$ cat src/inc/msp_defs.svh
// Purpose: constants of the serial port block (offsets, fields, resets)
// Assumes: included by bare name from the design and the bench
// Notes  : offsets are register indices; byte address is index times four
`ifndef MSP_DEFS_SVH
`define MSP_DEFS_SVH
// register indices
`define MSP_IDX_CTRL  8'h98
`define MSP_IDX_DATA  8'h99
`define MSP_IDX_RELL  8'haa
`define MSP_IDX_RELH  8'hba
`define MSP_IDX_BSEL  8'hd8
`define MSP_IDX_PWR   8'h87
// reset values
`define MSP_RST_CTRL  8'h00
`define MSP_RST_DATA  8'h00
`define MSP_RST_RELL  8'hd9
`define MSP_RST_RELH  8'h03
`define MSP_RST_BSEL  1'h0
`define MSP_RST_PWR   1'h0
// serial_control field positions
`define MSP_B_MPEN    5
`define MSP_B_REN     4
`define MSP_B_TB8     3
`define MSP_B_RB8     2
`define MSP_B_TI      1
`define MSP_B_RI      0
// timing counts
`define MSP_M0_MID    4'h5
`define MSP_M0_LAST   4'hb
`define MSP_OVS_MID   4'h7
`define MSP_OVS_LAST  4'hf
`define MSP_REL_TOP   10'h3ff
`endif

$ cat src/inc/msp_pkg.sv
// Purpose: types shared by the serial port block
// Assumes: constants come from msp_defs.svh
// Notes  : all state of the design is one packed struct
package msp_pkg;
   // serial_control mode_select encodings
   typedef enum logic [1:0] {
      MSP_MODE_SHIFT  = 2'b00,
      MSP_MODE_UART8  = 2'b01,
      MSP_MODE_UART9F = 2'b10,
      MSP_MODE_UART9V = 2'b11
   } msp_mode_t;
   typedef enum logic [1:0] {
      MSP_TX_IDLE  = 2'b00,
      MSP_TX_SHIFT = 2'b01,
      MSP_TX_FRAME = 2'b10
   } msp_tx_t;
   typedef enum logic [1:0] {
      MSP_RX_IDLE  = 2'b00,
      MSP_RX_START = 2'b01,
      MSP_RX_DATA  = 2'b10
   } msp_rx_t;
   typedef struct packed {
      logic        hsel;
      logic [31:0] haddr;
      logic [1:0]  htrans;
      logic        hwrite;
      logic [2:0]  hsize;
      logic [31:0] hwdata;
      logic        hready;
   } msp_ahb_req_t;
   typedef struct packed {
      logic [31:0] hrdata;
      logic        hreadyout;
      logic        hresp;
   } msp_ahb_rsp_t;
   typedef struct packed {
      logic txd;
      logic rxdOut;
      logic rxdOe_n;
   } msp_ser_out_t;
   typedef struct packed {
      logic [7:0]   ctrl;
      logic [7:0]   rxBuf;
      logic [7:0]   relLow;
      logic [7:0]   relHigh;
      logic         bdSel;
      logic         smod;
      logic         wrPend;
      logic [7:0]   wrIdx;
      msp_ahb_rsp_t rsp;
      msp_ser_out_t out;
      logic         rxS1;
      logic         rxS2;
      logic         rxPrev;
      logic [9:0]   relCnt;
      logic [1:0]   pre;
      logic [3:0]   m0Cnt;
      msp_tx_t      txSt;
      logic [10:0]  txShift;
      logic [3:0]   txLeft;
      logic [3:0]   txPh;
      logic         m0Rx;
      msp_rx_t      rxSt;
      logic [3:0]   rxPh;
      logic [3:0]   rxLeft;
      logic [8:0]   rxShift;
   } msp_state_t;
endpackage

$ cat src/hw/msp_uart.sv
// Purpose: serial port with shift mode and three UART modes, AHB-Lite regs
// Assumes: sys_clk is the core clock; timer 1 overflow is a same-clock pulse
// Notes  : zero wait state slave; mode 0 transmit drives data on the two-way pin
`timescale 1ns/1ps
`include "msp_defs.svh"
module msp_uart (
   // clock and reset
   input  wire logic                  sys_clk,
   input  wire logic                  rst_n,
   // register bus
   input  wire msp_pkg::msp_ahb_req_t ahbReq,
   output msp_pkg::msp_ahb_rsp_t      ahbRsp,
   // baud source from timer 1
   input  wire logic                  t1Overflow,
   // serial pins
   input  wire logic                  rxdIn,
   output msp_pkg::msp_ser_out_t      serOut
);
   import msp_pkg::*;

   localparam msp_state_t RST_STATE = '{
      ctrl:    `MSP_RST_CTRL,
      rxBuf:   `MSP_RST_DATA,
      relLow:  `MSP_RST_RELL,
      relHigh: `MSP_RST_RELH,
      bdSel:   `MSP_RST_BSEL,
      smod:    `MSP_RST_PWR,
      rsp:     '{hrdata: 32'h0, hreadyout: 1'b1, hresp: 1'b0},
      out:     '{txd: 1'b1, rxdOut: 1'b1, rxdOe_n: 1'b1},
      rxS1:    1'b1,
      rxS2:    1'b1,
      rxPrev:  1'b1,
      txSt:    MSP_TX_IDLE,
      rxSt:    MSP_RX_IDLE,
      default: '0
   };

   msp_state_t s;
   msp_state_t next_s;
   msp_mode_t  mode;

   // outputs come straight from the state register
   assign ahbRsp = s.rsp;
   assign serOut = s.out;
   assign mode   = msp_mode_t'(s.ctrl[7:6]);

   // whole next-state computation
   always_comb begin
      logic [7:0]  idx;
      logic        mapped;
      logic [7:0]  rdVal;
      logic [7:0]  wData;
      logic        startTx;
      logic [9:0]  relValue;
      logic        relOvf;
      logic        src;
      logic [1:0]  preLast;
      logic        tick;
      logic        ninthTx;
      logic        ninthRx;
      logic        keep;
      logic [10:0] shifted;
      next_s   = s;
      idx      = ahbReq.haddr[9:2];
      mapped   = (ahbReq.haddr[31:10] == 22'h0) &&
                 (ahbReq.haddr[1:0] == 2'h0);
      rdVal    = 8'h00;
      wData    = ahbReq.hwdata[7:0];
      startTx  = 1'b0;
      relValue = {s.relHigh[1:0], s.relLow};
      relOvf   = 1'b0;
      src      = 1'b0;
      preLast  = 2'h0;
      tick     = 1'b0;
      ninthTx  = 1'b1;
      ninthRx  = 1'b0;
      keep     = 1'b0;
      shifted  = 11'h0;

      // read mux; unmapped addresses and the low seven bits of BSEL and PWR read as zero
      case (idx)
         `MSP_IDX_CTRL: rdVal = s.ctrl;
         `MSP_IDX_DATA: rdVal = s.rxBuf;
         `MSP_IDX_RELL: rdVal = s.relLow;
         `MSP_IDX_RELH: rdVal = s.relHigh;
         `MSP_IDX_BSEL: rdVal = {s.bdSel, 7'h00};
         `MSP_IDX_PWR:  rdVal = {s.smod, 7'h00};
         default:       rdVal = 8'h00;
      endcase
      if (!mapped) begin
         rdVal = 8'h00;
      end

      // address phase: reads answer now, writes wait for their data
      next_s.wrPend = 1'b0;
      if (ahbReq.hsel && ahbReq.htrans[1] && ahbReq.hready) begin
         if (ahbReq.hwrite) begin
            next_s.wrPend = mapped;
            next_s.wrIdx  = idx;
         end else begin
            next_s.rsp.hrdata = {24'h000000, rdVal};
         end
      end

      // data phase of a write; hardware updates below override it
      if (s.wrPend) begin
         case (s.wrIdx)
            `MSP_IDX_CTRL: next_s.ctrl    = wData;
            `MSP_IDX_DATA: startTx        = 1'b1;
            `MSP_IDX_RELL: next_s.relLow  = wData;
            `MSP_IDX_RELH: next_s.relHigh = wData;
            `MSP_IDX_BSEL: next_s.bdSel   = wData[7];
            `MSP_IDX_PWR:  next_s.smod    = wData[7];
            default:       next_s.wrPend  = 1'b0;
         endcase
      end

      // reload counter: one overflow every 1024 - reload clocks
      if (s.relCnt == `MSP_REL_TOP) begin
         next_s.relCnt = relValue;
         relOvf        = 1'b1;
      end else begin
         next_s.relCnt = s.relCnt + 10'h001;
      end

      // 16x oversampling tick; every source is clocked by sys_clk
      if (mode == MSP_MODE_UART9F) begin
         src     = 1'b1;
         preLast = s.smod ? 2'h1 : 2'h3;
      end else if (s.bdSel) begin
         src     = relOvf;
         preLast = s.smod ? 2'h1 : 2'h3;
      end else begin
         // timer overflow source is kept but its rate is software's
         src     = t1Overflow;
         preLast = s.smod ? 2'h0 : 2'h1;
      end
      if (src) begin
         // >= recovers at once if the doubling flag shrinks preLast
         if (s.pre >= preLast) begin
            next_s.pre = 2'h0;
            tick       = 1'b1;
         end else begin
            next_s.pre = s.pre + 2'h1;
         end
      end

      // receive pin synchroniser; logic reads the second stage and rxPrev, its copy one clock later
      next_s.rxS1   = rxdIn;
      next_s.rxS2   = s.rxS1;
      next_s.rxPrev = s.rxS2;

      // transmit engine, also runs the mode 0 receive shifter
      unique case (s.txSt)
         MSP_TX_IDLE: begin
            next_s.out.txd = 1'b1;
         end
         MSP_TX_SHIFT: begin
            next_s.m0Cnt = s.m0Cnt + 4'h1;
            if (s.m0Cnt == `MSP_M0_MID) begin
               // rising shift clock; data sampled here
               next_s.out.txd = 1'b1;
               if (s.m0Rx) begin
                  next_s.rxShift = {1'b0, s.rxS2, s.rxShift[7:1]};
               end
            end
            if (s.m0Cnt == `MSP_M0_LAST) begin
               next_s.m0Cnt   = 4'h0;
               next_s.txShift = {1'b1, s.txShift[10:1]};
               next_s.txLeft  = s.txLeft - 4'h1;
               if (s.txLeft == 4'h1) begin
                  next_s.txSt        = MSP_TX_IDLE;
                  next_s.out.rxdOe_n = 1'b1;
                  next_s.out.rxdOut  = 1'b1;
                  if (s.m0Rx) begin
                     next_s.rxBuf            = s.rxShift[7:0];
                     next_s.ctrl[`MSP_B_RI] = 1'b1;
                  end else begin
                     next_s.ctrl[`MSP_B_TI] = 1'b1;
                  end
               end else begin
                  next_s.out.txd    = 1'b0;
                  next_s.out.rxdOut = s.txShift[1];
               end
            end
         end
         MSP_TX_FRAME: begin
            if (tick) begin
               next_s.txPh = s.txPh + 4'h1;
               if (s.txPh == `MSP_OVS_LAST) begin
                  shifted        = {1'b1, s.txShift[10:1]};
                  next_s.txShift = shifted;
                  next_s.txLeft  = s.txLeft - 4'h1;
                  next_s.out.txd = shifted[0];
                  if (s.txLeft == 4'h2) begin
                     // stop bit begins now
                     next_s.ctrl[`MSP_B_TI] = 1'b1;
                  end
                  if (s.txLeft == 4'h1) begin
                     next_s.txSt    = MSP_TX_IDLE;
                     next_s.out.txd = 1'b1;
                  end
               end
            end
         end
         default: begin
            next_s.txSt = MSP_TX_IDLE;
         end
      endcase

      // a buffer write restarts the transmitter whatever it was doing
      if (startTx) begin
         next_s.txPh  = 4'h0;
         next_s.m0Cnt = 4'h0;
         if (mode == MSP_MODE_SHIFT) begin
            next_s.txSt        = MSP_TX_SHIFT;
            next_s.m0Rx        = 1'b0;
            next_s.txShift     = {3'h7, wData};
            next_s.txLeft      = 4'h8;
            next_s.out.txd     = 1'b0;
            next_s.out.rxdOut  = wData[0];
            next_s.out.rxdOe_n = 1'b0;
         end else begin
            if (mode != MSP_MODE_UART8) begin
               ninthTx = s.ctrl[`MSP_B_TB8];
            end
            next_s.txSt        = MSP_TX_FRAME;
            next_s.txShift     = {1'b1, ninthTx, wData, 1'b0};
            next_s.txLeft      = (mode == MSP_MODE_UART8) ? 4'ha : 4'hb;
            next_s.out.txd     = 1'b0;
            next_s.out.rxdOe_n = 1'b1;
            next_s.out.rxdOut  = 1'b1;
         end
      end else if (s.txSt == MSP_TX_IDLE && mode == MSP_MODE_SHIFT &&
                   s.ctrl[`MSP_B_REN] && !s.ctrl[`MSP_B_RI]) begin
         // mode 0 reception: we clock, the far end drives data
         next_s.txSt        = MSP_TX_SHIFT;
         next_s.m0Rx        = 1'b1;
         next_s.m0Cnt       = 4'h0;
         next_s.txLeft      = 4'h8;
         next_s.out.txd     = 1'b0;
         next_s.out.rxdOe_n = 1'b1;
      end

      // asynchronous receiver, held idle when disabled
      if (mode == MSP_MODE_SHIFT || !s.ctrl[`MSP_B_REN]) begin
         next_s.rxSt = MSP_RX_IDLE;
      end else begin
         unique case (s.rxSt)
            MSP_RX_IDLE: begin
               if (s.rxPrev && !s.rxS2) begin
                  next_s.rxSt = MSP_RX_START;
                  next_s.rxPh = 4'h0;
               end
            end
            MSP_RX_START: begin
               if (tick) begin
                  next_s.rxPh = s.rxPh + 4'h1;
                  if (s.rxPh == `MSP_OVS_MID) begin
                     // a glitch shorter than half a bit is dropped
                     if (!s.rxS2) begin
                        next_s.rxSt   = MSP_RX_DATA;
                        next_s.rxPh   = 4'h0;
                        next_s.rxLeft = (mode == MSP_MODE_UART8) ?
                                        4'h9 : 4'ha;
                     end else begin
                        next_s.rxSt = MSP_RX_IDLE;
                     end
                  end
               end
            end
            MSP_RX_DATA: begin
               if (tick) begin
                  next_s.rxPh = s.rxPh + 4'h1;
                  if (s.rxPh == `MSP_OVS_LAST) begin
                     if (s.rxLeft == 4'h1) begin
                        // middle of the stop bit
                        ninthRx = (mode == MSP_MODE_UART8) ?
                                  s.rxS2 : s.rxShift[8];
                        keep = !s.ctrl[`MSP_B_RI] &&
                               (!s.ctrl[`MSP_B_MPEN] || ninthRx);
                        if (keep) begin
                           next_s.rxBuf = (mode == MSP_MODE_UART8) ?
                                          s.rxShift[8:1] : s.rxShift[7:0];
                           next_s.ctrl[`MSP_B_RB8] = ninthRx;
                           next_s.ctrl[`MSP_B_RI]  = 1'b1;
                        end
                        next_s.rxSt = MSP_RX_IDLE;
                     end else begin
                        next_s.rxShift = {s.rxS2, s.rxShift[8:1]};
                        next_s.rxLeft  = s.rxLeft - 4'h1;
                     end
                  end
               end
            end
            default: begin
               next_s.rxSt = MSP_RX_IDLE;
            end
         endcase
      end
   end

   // single state register, synchronous reset
   always_ff @(posedge sys_clk) begin
      if (!rst_n) begin
         s <= RST_STATE;
      end else begin
         s <= next_s;
      end
   end
endmodule

$ cat config.mk
export PLATFORM = sky130hd
export DESIGN_NAME = msp_uart
export DESIGN_NICKNAME = d
export VERILOG_FILES = /design/src/inc/msp_pkg.sv /design/src/hw/msp_uart.sv
export VERILOG_INCLUDE_DIRS = /design/src /design/src/inc
export SDC_FILE = /design/constraint.sdc
export NUM_CORES = 1
export LEC_CHECK = 0
export BUFFER_PORTS_ARGS = -buffer_cell sky130_fd_sc_hd__buf_2
export CAP_MARGIN = 20
export CORE_ASPECT_RATIO = 1.25
export CORE_MARGIN = 10
export CORE_UTILIZATION = 51
export DETAILED_ROUTE_END_ITERATION = 10
export GPL_TIMING_DRIVEN = 0
export PLACE_DENSITY = 0.82
export SLEW_MARGIN = 20
export SYNTH_ARGS = -nofsm -noshare
export SYNTH_HDL_FRONTEND = slang
export SYNTH_SLANG_ARGS = --single-unit
$ cat constraint.sdc
create_clock -name sys_clk -period 2.3 [get_ports sys_clk]
set_input_delay 0.345 -clock sys_clk [delete_from_list [all_inputs] [get_ports sys_clk]]
set_output_delay 0.345 -clock sys_clk [all_outputs]
set_load 0.005 [all_outputs]
==> impl_metrics.prom, run 1 <==
# TYPE chip_impl_metric gauge
chip_impl_info{name="worst_path_max_delay_cell",value="sky130_fd_sc_hd__or4_4"} 1
chip_impl_metric{name="final_hold_slack",unit="ns"} 0.111
chip_impl_info{name="cp-start-kind",value="flip-flop"} 1
chip_impl_metric{name="final_max_slew_viol_count",unit=""} 0
chip_impl_info{name="rsz_0062_raised_after_global_routing",value="true"} 1
chip_impl_metric{name="place.gp.congestion",unit=""} 0.915
chip_impl_metric{name="max-cap-violations",unit=""} 0
chip_impl_metric{name="grt_overall_usage",unit="%"} 20.3
chip_impl_metric{name="setup_viol",unit=""} 18
chip_impl_metric{name="drcViolationCount",unit=""} 0
chip_impl_metric{name="number_of_antenna_violations_at_the_first_check_in_global_routing",unit=""} 0
chip_impl_metric{name="crit_arrival",unit="ns"} 2.71
chip_impl_metric{name="postSynth.asyncResetShare",unit="%"} 0
chip_impl_metric{name="fillcell_total",unit=""} 917
chip_impl_metric{name="drive_above_1_share",unit="%"} 25.5
chip_impl_metric{name="grt_pass1_vias",unit=""} 5851
chip_impl_metric{name="detailedPlacementHpwl",unit="um"} 12900
chip_impl_metric{name="finalCritPeriodShare",unit="%"} 103
chip_impl_metric{name="post_layout_nonfiller_instances",unit=""} 1057
chip_impl_metric{name="placed_cells",unit=""} 1007
chip_impl_metric{name="setup_ws",unit="ns"} -0.0713
chip_impl_metric{name="worst_setup_hold_path_clk_slew",unit="ns"} 0.05
chip_impl_metric{name="htree_levels",unit=""} 4
chip_impl_metric{name="cts_hold_repair_buffers",unit=""} 0
chip_impl_info{name="failed_checks",value="negative setup slack"} 1
chip_impl_metric{name="synth.lib_cells_used.distinct",unit=""} 71
chip_impl_metric{name="dr_total_vias",unit=""} 6302
chip_impl_metric{name="synth_enable_flop_cells",unit=""} 0
chip_impl_metric{name="synth_area_per_cell",unit="um2"} 8.26
chip_impl_metric{name="dr.pass1.iters",unit=""} 6
chip_impl_metric{name="final_nets",unit=""} 976
chip_impl_metric{name="synthDominantCellAreaShare",unit="%"} 35.9
chip_impl_metric{name="cts_buffer_depth",unit=""} 2
chip_impl_metric{name="max_transition_margin",unit="%"} 46.1
chip_impl_metric{name="cp.required",unit="ns"} 2.64
chip_impl_metric{name="synthToLayoutAreaGrowth",unit="%"} 27.3
chip_impl_metric{name="dp_slack",unit="ns"} -0.380
chip_impl_metric{name="timing.fmax",unit="GHz"} 0.422
chip_impl_metric{name="finClkSkew",unit="ns"} 0.00711
chip_impl_metric{name="die-height",unit="um"} 144
chip_impl_metric{name="syn_inst",unit=""} 762
chip_impl_metric{name="start_util",unit="%"} 52.0
chip_impl_info{name="ys_dominant_reg_cell",value="sky130_fd_sc_hd__dfxtp_1"} 1
chip_impl_metric{name="viasPerCell",unit=""} 5.96
chip_impl_metric{name="cpPeakStageDelay",unit="ns"} 0.42
chip_impl_metric{name="cts.sinks",unit=""} 113
chip_impl_info{name="yosysTopAreaCell",value="sky130_fd_sc_hd__dfxtp_1"} 1
chip_impl_metric{name="finalHoldViolations",unit=""} 0
chip_impl_metric{name="rows",unit=""} 45
chip_impl_metric{name="postSynthRegisterBits",unit=""} 113
chip_impl_metric{name="drt.antenna.violating_nets",unit=""} 0
chip_impl_metric{name="avgRoutedWirePerCell",unit="um"} 18.2
chip_impl_info{name="result_of_the_run",value="finished with violations"} 1
chip_impl_metric{name="synth-seq-area-share",unit="%"} 35.9
chip_impl_metric{name="routed_wire_length",unit="um"} 19300
chip_impl_metric{name="globalRoute.totalOverflow",unit=""} 0
chip_impl_metric{name="antenna-diode-count",unit=""} 0
chip_impl_metric{name="clock_latency",unit="ns"} 0.41
chip_impl_metric{name="port_buffers",unit=""} 57
chip_impl_info{name="series_of_cell_instances_along_the_critical_path",value="nor2b_4 > nor2_2 > nand2_1 > ha_1 > nand2b_4 > a21oi_4 > a2111oi_4 > buf_6 > nand2_4 > or4_4 > a21oi_2"} 1
chip_impl_metric{name="design.portCount",unit=""} 113
chip_impl_metric{name="count_of_routing_violations_after_the_opening_detailed_route_iteration",unit=""} 565
chip_impl_info{name="worst-setup-path-type",value="flip-flop to flip-flop"} 1
chip_impl_metric{name="syn-cell-area",unit="um2"} 6290
chip_impl_metric{name="core_area",unit="um2"} 12100
chip_impl_info{name="cts-root-buf",value="sky130_fd_sc_hd__clkbuf_16"} 1
chip_impl_metric{name="first_pass_grt_wire_length",unit="um"} 28400
chip_impl_metric{name="floorplan.die.width",unit="um"} 119
chip_impl_metric{name="power_density",unit="nW/um2"} 604
chip_impl_metric{name="cellLeakagePower",unit="nW"} 3.14
chip_impl_metric{name="worstPathMaxFanout",unit=""} 6
chip_impl_metric{name="maximum_vdd_drop",unit="V"} 0.000469
chip_impl_metric{name="numCtsBuffers",unit=""} 17
chip_impl_metric{name="yosys_warnings",unit=""} 0
chip_impl_metric{name="period_minus_slack",unit="ns"} 2.37
chip_impl_metric{name="die-area",unit="um2"} 17200
chip_impl_info{name="min_path_type",value="primary input to flip-flop"} 1
chip_impl_info{name="critPathCaptureType",value="flip-flop"} 1
chip_impl_info{name="post_synth_main_area_contributors",value="sky130_fd_sc_hd__dfxtp_1, sky130_fd_sc_hd__mux2i_1, sky130_fd_sc_hd__nand2_1, sky130_fd_sc_hd__buf_4, sky130_fd_sc_hd__nor2_1"} 1
chip_impl_info{name="cts_tree",value="built"} 1
chip_impl_metric{name="timing_worst_slew_pin_value",unit="ns"} 0.808
chip_impl_metric{name="grt_max_degree",unit=""} 17
## metal layers
metal  up-vias  wire length, um  GRT usage, %  share of wire [%]
met1      2939             7430          22.1                 39
met4         0              757          9.73                3.9
met3        75             1620          5.69                8.4
met2       332             9460          35.7                 49
li1       2956                -             -                  -
met5         -                0             0                  0
## report_power, final
part | internal, W | switching, W | leakage, nW
Combinational | 0.000125 | 0.000181 | 1.95
Sequential | 0.00197 | 0.0000131 | 0.914
Clock | 0.00164 | 0.000916 | 0.275
## cells in the final DEF, fill, tap and decap left out, drive strengths merged, types with 5 or more instances in the layout
master	n
a211oi	12
a21oi	53
a22oi	10
a311oi	9
a31oi	14
buf	120
clkbuf	50
clkinv	6
conb	26
dfxtp	113
ha	19
inv	23
mux2	10
mux2i	47
nand2	92
nand2b	7
nand3	38
nand4	10
nor2	76
nor2b	5
nor3	5
nor4	11
o21ai	31
o22ai	12
o31ai	10
## cell families (layout without fill, tap and decap cells)
group / count (synthesis) / in the layout / synth area share (%)
flops: 113 / 113 / 35.9
fa+ha+maj: 19 / 19 / 3.78
buf+inv: 98 / 204 / 8.19
simple gates: 281 / 281 / 22.2
xor+xnor: 7 / 7 / 0.974
compound gates: 185 / 186 / 19.5
mux: 57 / 57 / 9.26
other cells: 2 / 26 / 0.119
## area by class of cell
cell class	count	area (um2)	area share, %
multi-input cells	576	3980	49.6
flip-flops and latches	113	2270	28.4
repair buffers	77	463	5.78
clock buffers	21	460	5.75
plain buffers	72	433	5.40
well taps	164	205	2.56
clock inverters	10	111	1.39
inverters	24	90.1	1.12
## flip-flops by register name (all words and copies together), names as in the netlist
signal  flops
s          98
ahbRsp      8
serOut      3
mode        2
next_s      2
## metrics by stage
| stage | utilization, % | TNS (ns) | power, W | cell area, um2 |
|---|---|---|---|---|
| finish | 66.2 | -0.524 | 0.00484 | 8010 |
| global route | 66.2 | -2.78 | 0.00494 | 8010 |
| floorplan | - | 0 | 0.00219 | 6420 |
| global placement | 57.1 | -8.35 | 0.00228 | 6910 |
| CTS | 63.5 | -0.000812 | 0.00481 | 7680 |
| detailed placement | 57.2 | -10.17 | 0.00229 | 6920 |
## cell usage after synthesis, drive strengths merged (3+ instances only)
cell,n
mux2,10
nor2,76
o21a,3
nand2,92
a31oi,14
a22oi,10
a211oi,12
and2,4
o22ai,12
nor4bb,4
clkbuf,30
mux2i,47
buf,44
o21ai,31
a2111oi,3
nand3,38
nor4,11
o31ai,10
nor3,5
dfxtp,113
nand4b,3
nand3b,4
nor2b,5
or3,3
a21oi,53
ha,19
xor2,4
a21o,4
o32ai,3
inv,23
a311oi,9
and4,4
nand4,10
and3,3
xnor2,3
nand2b,7
## final timing paths
kind / from / endpoint / slack (ns) / cells past startpoint
setup / recovery: mode[1] / s[11] / -0.07 / 11
hold / removal: rxdIn / next_s[58] / 0.11 / 2
setup reg to reg: mode[1] / s[11] / -0.07 / 11
hold reg to reg: next_s[58] / next_s[57] / 0.42 / 1
## worst max-delay path: cells and delay by family (launching register included)
kind / cells / cell delay [ns]
AO/OA/AOI/OAI: 3 / 0.53
adder cells (fa/ha/maj): 1 / 0.30
buffers and inverters: 1 / 0.20
flip-flops: 1 / 0.34
AND/OR/NAND/NOR: 6 / 0.92
## what timing repair did
| item | CTS | global route |
|---|---|---|
| setup buffers | 9 | 9 |
| gates resized for setup | 31 | 56 |
| pin swaps | 7 | 8 |
| setup endpoints to repair | 48 | 50 |
| cloned | 1 | 2 |
Power figures use the tool's default switching activity.
==> run 2: changes to the inputs <==
PLACE_DENSITY = 0.78   (was 0.82)
TNS_END_PERCENT = 30   (was unset)
==> impl_metrics.prom, run 2 (synthesis gave the netlist of run 1 again) <==
# TYPE chip_impl_metric gauge
chip_impl_metric{name="crit_arrival",unit="ns"} 2.65
chip_impl_metric{name="period_minus_slack",unit="ns"} 2.29
chip_impl_info{name="worst-setup-path-type",value="flip-flop to flip-flop"} 1
chip_impl_metric{name="setup_viol",unit=""} 0
chip_impl_metric{name="clock_latency",unit="ns"} 0.43
chip_impl_info{name="critPathCaptureType",value="flip-flop"} 1
chip_impl_metric{name="cpPeakStageDelay",unit="ns"} 0.36
chip_impl_metric{name="number_of_antenna_violations_at_the_first_check_in_global_routing",unit=""} 0
chip_impl_metric{name="maximum_vdd_drop",unit="V"} 0.000459
chip_impl_metric{name="timing_worst_slew_pin_value",unit="ns"} 0.780
chip_impl_metric{name="numCtsBuffers",unit=""} 17
chip_impl_metric{name="max-cap-violations",unit=""} 0
chip_impl_info{name="series_of_cell_instances_along_the_critical_path",value="nor2b_4 > nor2_2 > nand2_1 > ha_1 > nand2b_4 > a21oi_4 > a2111oi_4 > buf_4 > a31oi_4 > buf_6 > nand3_1 > o21ai_0"} 1
chip_impl_metric{name="dp_slack",unit="ns"} -0.453
chip_impl_metric{name="cellLeakagePower",unit="nW"} 3.16
chip_impl_metric{name="max_transition_margin",unit="%"} 47.6
chip_impl_metric{name="count_of_routing_violations_after_the_opening_detailed_route_iteration",unit=""} 606
chip_impl_metric{name="grt_max_degree",unit=""} 17
chip_impl_info{name="cts_tree",value="built"} 1
chip_impl_metric{name="drive_above_1_share",unit="%"} 24.7
chip_impl_metric{name="dr_total_vias",unit=""} 6284
chip_impl_metric{name="start_util",unit="%"} 52.0
chip_impl_metric{name="placed_cells",unit=""} 1007
chip_impl_metric{name="combinationalPowerShare",unit="%"} 6.4
chip_impl_metric{name="port_buffers",unit=""} 57
chip_impl_metric{name="clkPwrFrac",unit="%"} 54.1
chip_impl_metric{name="cts.sinks",unit=""} 113
chip_impl_metric{name="finalHoldViolations",unit=""} 0
chip_impl_metric{name="power_density",unit="nW/um2"} 631
chip_impl_metric{name="worst_setup_hold_path_clk_slew",unit="ns"} 0.06
chip_impl_metric{name="place.gp.congestion",unit=""} 0.891
chip_impl_metric{name="cell_int_power",unit="W"} 0.00383
chip_impl_metric{name="worstPathMaxFanout",unit=""} 10
chip_impl_metric{name="final_cell_area",unit="um2"} 7960
chip_impl_info{name="rsz_0062_raised_after_global_routing",value="true"} 1
chip_impl_metric{name="post_layout_nonfiller_instances",unit=""} 1056
chip_impl_metric{name="drt.antenna.violating_nets",unit=""} 0
chip_impl_info{name="cp-start-kind",value="flip-flop"} 1
chip_impl_metric{name="power.sequential.fraction",unit="%"} 39.5
chip_impl_metric{name="cp.required",unit="ns"} 2.65
chip_impl_metric{name="timing.fmax",unit="GHz"} 0.436
chip_impl_info{name="worst_hold_startpoint",value="rxdIn"} 1
chip_impl_info{name="mostFrequentLayoutCell",value="sky130_fd_sc_hd__dfxtp_1"} 1
chip_impl_metric{name="fillcell_total",unit=""} 966
chip_impl_metric{name="grt_pass1_vias",unit=""} 5940
chip_impl_metric{name="viasPerCell",unit=""} 5.95
chip_impl_metric{name="antenna-diode-count",unit=""} 0
chip_impl_metric{name="cts_hold_repair_buffers",unit=""} 0
chip_impl_metric{name="power.switching",unit="W"} 0.00119
chip_impl_metric{name="switching_share",unit="%"} 23.7
chip_impl_metric{name="finClkSkew",unit="ns"} 0.00877
chip_impl_metric{name="grt_overall_usage",unit="%"} 21.1
chip_impl_metric{name="core_area",unit="um2"} 12100
chip_impl_metric{name="floorplan.die.width",unit="um"} 119
chip_impl_metric{name="largest_register_ffs",unit=""} 98
chip_impl_info{name="largest_register",value="s"} 1
chip_impl_info{name="cts-root-buf",value="sky130_fd_sc_hd__clkbuf_16"} 1
chip_impl_metric{name="setup_ws",unit="ns"} 0.00544
chip_impl_metric{name="detailedPlacementHpwl",unit="um"} 13200
chip_impl_metric{name="htree_levels",unit=""} 4
chip_impl_metric{name="die-height",unit="um"} 144
chip_impl_metric{name="rows",unit=""} 45
chip_impl_metric{name="globalRoute.totalOverflow",unit=""} 0
chip_impl_info{name="rr_startpoint",value="mode[1]"} 1
chip_impl_metric{name="drcViolationCount",unit=""} 0
chip_impl_metric{name="final_nets",unit=""} 974
chip_impl_metric{name="die-area",unit="um2"} 17200
chip_impl_metric{name="routed_wire_length",unit="um"} 19300
chip_impl_metric{name="dr.pass1.iters",unit=""} 5
chip_impl_metric{name="first_pass_grt_wire_length",unit="um"} 29400
chip_impl_info{name="commonest_cells_after_routing_fill_and_taps_aside",value="sky130_fd_sc_hd__dfxtp_1, sky130_fd_sc_hd__nand2_1, sky130_fd_sc_hd__nor2_1"} 1
chip_impl_metric{name="finalCritPeriodShare",unit="%"} 99.8
chip_impl_metric{name="design.portCount",unit=""} 113
chip_impl_info{name="min_path_type",value="primary input to flip-flop"} 1
chip_impl_info{name="result_of_the_run",value="finished, final reports clean"} 1
chip_impl_info{name="crit_start",value="mode[1]"} 1
chip_impl_metric{name="detailed_place.area",unit="um2"} 6920
chip_impl_info{name="worst_path_max_delay_cell",value="sky130_fd_sc_hd__dfxtp_4"} 1
chip_impl_metric{name="final_max_slew_viol_count",unit=""} 0
chip_impl_metric{name="avgRoutedWirePerCell",unit="um"} 18.3
chip_impl_metric{name="cts_buffer_depth",unit=""} 2
chip_impl_metric{name="synthToLayoutAreaGrowth",unit="%"} 26.4
[run 2: cell count changes in the layout (fill, tap and decap cells not counted), sizes merged]
cell / previous run / this run
bufinv: 2 / 3
clkinvlp: 3 / 4
clkbuf: 50 / 46
a21boi: 3 / 2
inv: 23 / 25
[run 2: critical path: cells and delay by family, from the launching register on]
family	cells	cell delay, ns
and+or+nand+nor	5	0.53
AOI/OAI and AO/OA	4	0.67
buffers and inverters	2	0.37
adders and majority gates	1	0.28
DFF	1	0.36
[run 2: power groups by stage]
| stage | logic [W] | registers (W) | clock network (W) |
|---|---|---|---|
| final | 0.000319 | 0.00198 | 0.00272 |
| after global routing | 0.000340 | 0.00198 | 0.00282 |
| after CTS | 0.000287 | 0.00198 | 0.00271 |
| after detailed placement | 0.000268 | 0.00203 | 0 |
| after global placement | 0.000263 | 0.00202 | 0 |
| after floorplan | 0.000166 | 0.00202 | 0 |
[run 2: metal layers]
| metal | up-vias | track usage [%] | wire length [um] |
|---|---|---|---|
| met5 | - | 0 | 0 |
| met4 | 0 | 12.6 | 881 |
| met3 | 70 | 5.89 | 1640 |
| met2 | 327 | 35.9 | 9230 |
| met1 | 2947 | 23.0 | 7550 |
| li1 | 2940 | - | - |
[run 2: cell type report]
type | instances | area (um2) | share of cell area [%]
sequential | 113 | 2270 | 28.5
clock inverter | 14 | 163 | 2.04
buffer | 71 | 428 | 5.38
tap | 164 | 205 | 2.58
clock buffer | 18 | 439 | 5.52
multi-input combinational | 575 | 3920 | 49.2
timing repair buffer | 77 | 447 | 5.61
inverter | 24 | 90.1 | 1.13
[run 2: final timing paths]
path | slack [ns] | depth (start not counted) | end
setup / recovery | 0.005 | 12 | s[5]
hold / removal | 0.1 | 2 | next_s[58]
setup reg to reg | 0.005 | 12 | s[5]
hold reg to reg | 0.41 | 1 | next_s[57]
[run 2: stage by stage]
stage | util, % | hold slack, ns | total power (W) | setup TNS, ns
global placement | 57.1 | 0.390 | 0.00229 | -12.42
finish | 65.7 | 0.0951 | 0.00502 | 0
detailed placement | 57.2 | 0.402 | 0.00229 | -14.35
CTS | 63.9 | 0.0951 | 0.00498 | -0.0549
floorplan | - | 0.386 | 0.00219 | 0
global route | 65.7 | 0.115 | 0.00514 | -1.52
[run 2: repair_timing]
action                                  in CTS  in global routing
cloned                                       1                  0
pin swaps                                    7                 17
endpoints found under the setup margin      54                 51
buffers inserted                            15                  4
resized for setup                           27                 44
